==> config.mk <==
export PLATFORM = sky130hd
export DESIGN_NAME = aaie_exec
export DESIGN_NICKNAME = d
export VERILOG_FILES = /design/src/aaie_pkg.sv /design/src/aaie_phase_if.sv /design/src/aaie_phase_gen.sv /design/src/aaie_exec.sv
export SDC_FILE = /design/constraint.sdc
export NUM_CORES = 1
export LEC_CHECK = 0
export BUFFER_PORTS_ARGS = -buffer_cell sky130_fd_sc_hd__buf_2
export CORE_MARGIN = 5
export CORE_UTILIZATION = 50
export DETAILED_ROUTE_END_ITERATION = 8
export HOLD_SLACK_MARGIN = 0.15
export PLACE_DENSITY = 0.83
export SKIP_CTS_REPAIR_TIMING = 1
export SLEW_MARGIN = 5
export SYNTH_ARGS = -nofsm -noshare
export SYNTH_HDL_FRONTEND = slang
export SYNTH_SLANG_ARGS = --single-unit
export TNS_END_PERCENT = 1
==> constraint.sdc <==
create_clock -name clk_sys -period 2.4 [get_ports clk_sys]
set_input_delay 0.48 -clock clk_sys [delete_from_list [all_inputs] [get_ports clk_sys]]
set_output_delay 0.48 -clock clk_sys [all_outputs]
set_load 0.005 [all_outputs]
==> src/aaie_pkg.sv <==
// Overview of operation
// - literal AND: W and k into W, zero flag
// - add W and file: carry, digit carry, zero
// - destination 0 to W, 1 to file
// - AND W with file, zero flag only
// - instruction cycle is four oscillator periods
// - seven-bit file address, 0x00 to 0x7F
package aaie_pkg;
    localparam int aaie_data_w = 8;
    localparam int aaie_addr_w = 7;
    localparam int aaie_insn_w = 14;
    localparam logic [5:0] aaie_op_and_literal_with_working = 6'h39;
    localparam logic [5:0] aaie_op_add_working_and_file = 6'h07;
    localparam logic [5:0] aaie_op_and_working_with_file = 6'h05;
    localparam int aaie_op_hi = 13;
    localparam int aaie_op_lo = 8;
    localparam int aaie_dest_bit = 7;
    localparam logic [7:0] aaie_w_reset = 8'h00;
    localparam logic aaie_dest_working = 1'b0;
    localparam logic aaie_dest_file = 1'b1;
    localparam int aaie_phases = 4;
    localparam int aaie_nibble = 4;
    // phase order is gray coded q1 -> q2 -> q3 -> q4
    typedef enum logic [1:0] {
        aaie_q1 = 2'b00,
        aaie_q2 = 2'b01,
        aaie_q3 = 2'b11,
        aaie_q4 = 2'b10
    } aaie_phase_type;
    typedef enum logic [1:0] {
        aaie_alu_none = 2'b00,
        aaie_alu_and_lit = 2'b01,
        aaie_alu_add_file = 2'b11,
        aaie_alu_and_file = 2'b10
    } aaie_alu_type;
endpackage

==> src/aaie_phase_if.sv <==
interface aaie_phase_if;
    import aaie_pkg::*;
    aaie_phase_type phase;
    logic cycle_start;
    modport gen (output phase, output cycle_start);
    modport use_side (input phase, input cycle_start);
endinterface

==> src/aaie_phase_gen.sv <==
module aaie_phase_gen
    import aaie_pkg::*;
(
    input wire logic clk_sys,
    input wire logic rst,
    aaie_phase_if.gen ph
);
    aaie_phase_type phase;
    aaie_phase_type next_phase;

    always_comb begin
        case (phase)
            aaie_q1: next_phase = aaie_q2;
            aaie_q2: next_phase = aaie_q3;
            aaie_q3: next_phase = aaie_q4;
            aaie_q4: next_phase = aaie_q1;
            default: next_phase = aaie_q1;
        endcase
    end

    always_ff @(posedge clk_sys or posedge rst) begin
        if (rst) begin
            phase <= aaie_q1;
        end else begin
            phase <= next_phase;
        end
    end

    assign ph.phase = phase;
    assign ph.cycle_start = (phase == aaie_q1);
endmodule

==> src/aaie_exec.sv <==
module aaie_exec (
    // clock and reset
    input wire logic clk_sys,
    input wire logic rst,
    // instruction word, sampled in q1
    input wire logic [aaie_pkg::aaie_insn_w-1:0] insn,
    // file register read data, valid in q2
    input wire logic [aaie_pkg::aaie_data_w-1:0] file_rdata,
    // file register port
    output logic [aaie_pkg::aaie_addr_w-1:0] file_addr,
    output logic file_rd,
    output logic file_we,
    output logic [aaie_pkg::aaie_data_w-1:0] file_wdata,
    // working register and flags
    output logic [aaie_pkg::aaie_data_w-1:0] working,
    output logic carry_flag,
    output logic digit_carry_flag,
    output logic zero_flag,
    // phase and decode status
    output logic [1:0] phase,
    output logic insn_valid
);
    import aaie_pkg::*;

    aaie_phase_if ph();

    aaie_phase_gen u_phase (
        .clk_sys(clk_sys),
        .rst(rst),
        .ph(ph)
    );

    aaie_alu_type op, next_op;
    logic dest, next_dest;
    logic [aaie_addr_w-1:0] addr, next_addr;
    logic [aaie_data_w-1:0] operand, next_operand;
    logic [aaie_data_w-1:0] result, next_result;
    logic [aaie_data_w-1:0] next_working;
    logic c_res, next_c_res, dc_res, next_dc_res;
    logic next_carry, next_dc, next_zero;
    logic [aaie_data_w:0] sum;
    logic [aaie_nibble:0] low_sum;
    logic [aaie_op_hi-aaie_op_lo:0] opcode;

    assign opcode = insn[aaie_op_hi:aaie_op_lo];
    assign sum = {1'b0, working} + {1'b0, operand};
    assign low_sum = {1'b0, working[aaie_nibble-1:0]}
        + {1'b0, operand[aaie_nibble-1:0]};

    always_comb begin
        next_op = op;
        next_dest = dest;
        next_addr = addr;
        next_operand = operand;
        next_result = result;
        next_c_res = c_res;
        next_dc_res = dc_res;
        next_working = working;
        next_carry = carry_flag;
        next_dc = digit_carry_flag;
        next_zero = zero_flag;
        case (ph.phase)
            aaie_q1: begin
                next_op = aaie_alu_none;
                next_dest = aaie_dest_working;
                next_addr = insn[aaie_addr_w-1:0];
                next_operand = insn[aaie_data_w-1:0];
                if (opcode == aaie_op_and_literal_with_working) begin
                    next_op = aaie_alu_and_lit;
                end else if (opcode == aaie_op_add_working_and_file) begin
                    next_op = aaie_alu_add_file;
                    next_dest = insn[aaie_dest_bit];
                end else if (opcode == aaie_op_and_working_with_file) begin
                    next_op = aaie_alu_and_file;
                    next_dest = insn[aaie_dest_bit];
                end
            end
            aaie_q2: begin
                if (op == aaie_alu_add_file || op == aaie_alu_and_file) begin
                    next_operand = file_rdata;
                end
            end
            aaie_q3: begin
                if (op == aaie_alu_add_file) begin
                    next_result = sum[aaie_data_w-1:0];
                    next_c_res = sum[aaie_data_w];
                    next_dc_res = low_sum[aaie_nibble];
                end else begin
                    next_result = working & operand;
                end
            end
            aaie_q4: begin
                if (op != aaie_alu_none && dest == aaie_dest_working) begin
                    next_working = result;
                end
                if (op != aaie_alu_none) begin
                    next_zero = (result == '0);
                end
                if (op == aaie_alu_add_file) begin
                    next_carry = c_res;
                    next_dc = dc_res;
                end
            end
            default: begin
                next_op = aaie_alu_none;
            end
        endcase
    end

    always_ff @(posedge clk_sys or posedge rst) begin
        if (rst) begin
            op <= aaie_alu_none;
            dest <= aaie_dest_working;
            addr <= '0;
            operand <= '0;
            result <= '0;
            c_res <= 1'b0;
            dc_res <= 1'b0;
            working <= aaie_w_reset;
            carry_flag <= 1'b0;
            digit_carry_flag <= 1'b0;
            zero_flag <= 1'b0;
        end else begin
            op <= next_op;
            dest <= next_dest;
            addr <= next_addr;
            operand <= next_operand;
            result <= next_result;
            c_res <= next_c_res;
            dc_res <= next_dc_res;
            working <= next_working;
            carry_flag <= next_carry;
            digit_carry_flag <= next_dc;
            zero_flag <= next_zero;
        end
    end

    assign file_addr = addr;
    assign file_wdata = result;
    assign file_rd = (ph.phase == aaie_q2)
        && (op == aaie_alu_add_file || op == aaie_alu_and_file);
    // destination 1 writes file in q4
    assign file_we = (ph.phase == aaie_q4) && (dest == aaie_dest_file)
        && (op == aaie_alu_add_file || op == aaie_alu_and_file);
    assign phase = ph.phase;
    assign insn_valid = (op != aaie_alu_none);
endmodule

# --- Word-level counts from Yosys, hierarchy flattened ---
# Index checks and enable logic that the tools add are counted.
word_totals:
  reg_bits: 41
  word_cells: 49
op_classes:
  addsub: 2
  n_eq_ne: 9
  mux: 10
  bitwise_logic: 2
  n_reduce_logical: 14
ops:
  columns: ["op", "n"]
  rows:
  - ["8-bit two-way mux", 2]
  - ["8-bit case mux with 2 select lines", 1]
  - ["6-bit by 3-bit equality test with 1-bit output (second input constant)", 2]
  - ["2-bit AND reduction", 5]
  - ["8-bit by 8-bit adder with 9-bit output", 1]
  - ["8-bit AND", 1]
  - ["2-bit equality test (second input constant)", 4]
  - ["8-bit logical NOT", 1]
  - ["2-bit case mux with 4 select lines", 1]
  - ["6-bit equality test (second input constant)", 1]
  - ["2-bit two-way mux", 3]
  - ["4-bit by 4-bit adder with 5-bit output", 1]
  - ["1-bit logical AND", 4]
  - ["2-bit nonzero test", 2]
  - ["1-bit two-way mux", 3]
  - ["2-bit by 1-bit equality test with 1-bit output (second input constant)", 1]
  - ["2-bit logical NOT", 1]
  - ["2-bit inequality test (second input constant)", 1]
  - ["1-bit logical OR", 1]
  - ["1-bit NOT", 1]

# --- Logic depth before layout (Yosys ltp) ---
depth:
  depth_word: 4
  mapped_depth: 7
  mapped_depth_nobuf: 7

# --- By module ---
# A second synthesis with hierarchy kept.
unflattened:
  hier_cells: 186
  hier_area_um2: 2125.8
modules_own_cells:
  columns: ["module", "n_inst", "cells_per_inst", "area_per_inst_um2", "seq_area_each_um2"]
  rows:
  - ["aaie_exec", 1, 180, 2060.7, 975.9]
  - ["aaie_phase_gen", 1, 6, 65.1, 50.0]

# --- Worst setup path before layout ---
# No wires, ideal clock.
synth_path:
  kind: "register to register"
  from: "reg working[0] (netlist name)"
  to: "reg c_res"
  t_arrival_ps: 1868
  slack_ps: 399
  stages_incl_launch_ff: 8
  path_buffers: 0
  period_less_slack_ps: 2001
  cell_sequence: "dfrtp_1 ha_1 fa_1 a21o_1 a21oi_2 o21ai_2 a2111oi_2 a21oi_1"
synth_via:
  elab_chain_len: 1
synth_rtl:
  columns: ["item", "line", "source"]
  rows:
  - ["from (decl)", "aaie_exec.sv:15", "output logic [aaie_pkg::aaie_data_w-1:0] working,"]
  - ["from (signal assigned)", "aaie_exec.sv:119", "working <= aaie_w_reset;"]
  - ["from (signal assigned)", "aaie_exec.sv:131", "working <= next_working;"]
  - ["8-bit by 8-bit adder with 9-bit output", "aaie_exec.sv:46", "assign sum = {1'b0, working} + {1'b0, operand};"]
  - ["to (signal assigned)", "aaie_exec.sv:129", "c_res <= next_c_res;"]
  - ["to (decl)", "aaie_exec.sv:39", "logic c_res, next_c_res, dc_res, next_dc_res;"]
# No other way between the ends.
# A chain may end at the register's enable or synchronous reset.

# --- Worst setup path after layout ---
# Ends and elaborated chain as after synthesis.

==> out/qor.yml <==
outcome: "complete, no violations"
first_global_vias: 1611
vias: 1601
finalCritPeriodShare: 0.891
depth_of_the_most_critical_reg_to_reg_path: 7
avgSynthCellArea_um2: 11.0
share_of_layout_cells_above_drive_strength_1: 0.347
rr_endpoint: "c_res$_DFFE_PP0P_"
timing.critical_path.slowest_stage_cell: "sky130_fd_sc_hd__dfrtp_1"
clk_pin_slew_ns: 0.08
deepest_clock_path_buffer_count: 2
place_congestion: 0.838
power.sequential.fraction: 0.494
synth.ff_latch_count: 41
critical_path.endpoint: "c_res$_DFFE_PP0P_"
critPathTopFamily: "compound AO/OA/AOI/OAI gates"
critical_path_buf_inv_count: 0
power_mw: 1.46
syn-cell-area_um2: 2020
critPathArrivalTime_ns: 2.31
layout_setup_ws_ns: 0.262
fin_tns_setup_ns: 0
area_growth_syn_to_layout_pct: 22.5
routed_via_density: 5.48
grt_usage: 0.178
r2r_slack_ns: 0.26
clock_sinks: 41
routed_wl_um: 4330
clock_insertion_delay_worst_skew_ns: 0.30
die_width_um: 73.6
p_leak_nw: 1.30
setup.worst_path.class: "reg -> reg"
ys_seq_area_frac: 0.507
crit_path_max_incr_delay_ns: 0.41
antenna_cells: 0
p_sw_frac: 0.203
worst_setup_path_end_kind: "flop"
place.detailed.hpwl_um: 3310
initial_utilization: 0.509
cts_made_buffers: 5
tritoncts_clock_tree: "built"
power.combinational.fraction: 0.058
final_count_of_hold_timing_violations: 0
drt_iter0_markers: 98
skew_ns: 0.00801
path_cells: "ha_1 > fa_1 > a21o_1 > a21oi_2 > o21ai_2 > a2111oi_2 > a21oi_1"
timing.critical_path.fanout_max: 3
synthesis.instances: 184
place.port_buffers: 54
top_level_ports: 55
first_element_of_the_critical_path: "working[0]$_DFFE_PP0P_"
netSwitchingPower_mw: 0.296
r2r_startpoint: "working[0]$_DFFE_PP0P_"
ir_drop_mv: 0.444
antenna_found_initial: 0
route.detailed.drc: 0
tightestPinTransition_ns: 0.631
grt_start_max_net_pins: 42
syn-num-nets: 217
cts_max_level: 2
floorplan.core_area_um2: 3970
dp_worst_setup_slack_ns: 0.258
synth.lib_cells_used.distinct: 39
row_count: 23
maxSlewViolCount: 0
cellPowerDensity_nw_per_um2: 588
pwr-share-clk: 0.448
min_cycle_time_layout_ns: 2.14
cap_violations: 0
routed_wire_length_per_instance_um: 14.8
cellInternalPower_mw: 1.16
clock-root-buffer: "sky130_fd_sc_hd__clkbuf_8"
yosysWarningCount: 0
type_of_the_most_critical_hold_path: "in -> async"
dieArea_um2: 5420
start_kind: "flop"
path_depth: 7
setup-violations-final: 0
global_route.overflow_total: 0
detailedRoute.firstPassIterationCount: 4
grt_first_pass_wirelength_um: 7390
antenna_left: 0
die-height_um: 73.6
worst-endpoint-required_ns: 2.57
worst_slew_margin_rel: 0.580
fin_hold_ws_ns: 0.290
nNetsFinal: 274
achievable-frequency_mhz: 468
rsz0062_at_grt: "false"
-- per-layer routing --
metal  track usage  vias to the layer above  wire (um)  share of wire
met4        0.0483                        0         44          0.010
met3        0.0534                        6        373          0.086
li1              -                      784          -              -
met1         0.245                      754       1960           0.45
met2         0.273                       57       1950           0.45
met5             0                        -          0              0
-- area by class of cell --
type,count,area (um2)
inverters,3,11.3
fillers,319,1490
clock buffers,5,68.8
well taps,50,62.6
flip-flops and latches,41,1030
clock inverters,3,65.1
multi-input cells,133,952
repair buffers,57,293
-- sequential cells by signal, indices dropped and copies added, names as in the netlist --
signal            cells
file_wdata            8
operand               8
working               8
file_addr             7
op                    2
u_phase.ph.phase      2
c_res                 1
carry_flag            1
dc_res                1
dest                  1
digit_carry_flag      1
zero_flag             1
-- cells in the mapped netlist (all sizes together) --
library cell,instances,area (um2)
a2111oi,1,15.0
a21o,3,22.5
a21oi,19,103
a221o,3,30.0
a31o,1,8.76
a31oi,1,6.26
a32oi,1,8.76
and3,1,6.26
and4,1,8.76
buf,4,22.5
clkbuf,3,11.3
dfrtp,41,1030
fa,1,20.0
ha,8,100
inv,3,11.3
mux2,17,191
mux2i,6,60.1
nand2,19,76.3
nand3,4,20.0
nand4,2,18.8
nor2,14,62.6
nor3b,1,7.51
nor4,2,12.5
nor4b,1,8.76
o21ai,12,63.8
o22ai,8,50.1
or2,4,25.0
xnor2,2,17.5
xor2,1,8.76
-- per-stage QoR --
| stage | cells | utilization | cell area (um2) |
|---|---|---|---|
| floorplan | 184 | - | 2020 |
| global placement | 284 | 0.590 | 2340 |
| detailed placement | 284 | 0.590 | 2340 |
| CTS | 292 | 0.624 | 2480 |
| global route | 292 | 0.624 | 2480 |
| finish | 292 | 0.624 | 2480 |
-- cell families (layout without fill, tap and decap cells) --
group,after synthesis,after routing,share of synthesized area
flops,41,41,0.507
xor+xnor,3,3,0.0130
compound gates,49,49,0.152
simple gates,49,49,0.122
buf+inv,10,68,0.0223
fa+ha+maj,9,9,0.0594
mux,23,23,0.124
-- worst min path at each step --
stage                     slack (ns)             startpoint                   endpoint
final                           0.29                    rst  file_wdata[2]$_DFFE_PP0P_
after global routing            0.34                    rst   file_addr[0]$_DFFE_PP0P_
after CTS                       0.31                    rst   file_addr[0]$_DFFE_PP0P_
after detailed placement        0.47  zero_flag$_DFFE_PP0P_      zero_flag$_DFFE_PP0P_
after global placement          0.46  zero_flag$_DFFE_PP0P_      zero_flag$_DFFE_PP0P_
after floorplan                 0.45     dc_res$_DFFE_PP0P_         dc_res$_DFFE_PP0P_
-- power by group through the flow --
stage,Sequential [mW],Clock (mW),Combinational (mW)
final,0.720,0.653,0.0852
after detailed placement,0.733,0,0.0863
after global routing,0.722,0.698,0.0979
after global placement,0.733,0,0.0834
after floorplan,0.732,0,0.0433
after CTS,0.720,0.660,0.0869
-- tightest hold or removal path: stages --
cell and delay (ns):
sky130_fd_sc_hd__buf_2 0.09, sky130_fd_sc_hd__inv_1 0.04, sky130_fd_sc_hd__buf_4 0.42
-- placed cells by master, fill, tap and decap left out, drive strengths merged, types with 2 or more instances in the layout --
| master | n |
|---|---|
| inv | 3 |
| xnor2 | 2 |
| bufinv | 2 |
| nor4 | 2 |
| a21oi | 19 |
| nand4 | 2 |
| a21o | 3 |
| clkbuf | 5 |
| or2 | 4 |
| dfrtp | 41 |
| nor2 | 14 |
| mux2 | 17 |
| buf | 57 |
| ha | 8 |
| a221o | 3 |
| o21ai | 12 |
| nand3 | 4 |
| o22ai | 8 |
| mux2i | 6 |
| nand2 | 19 |
Note: power is estimated with default switching activity, not from simulation.
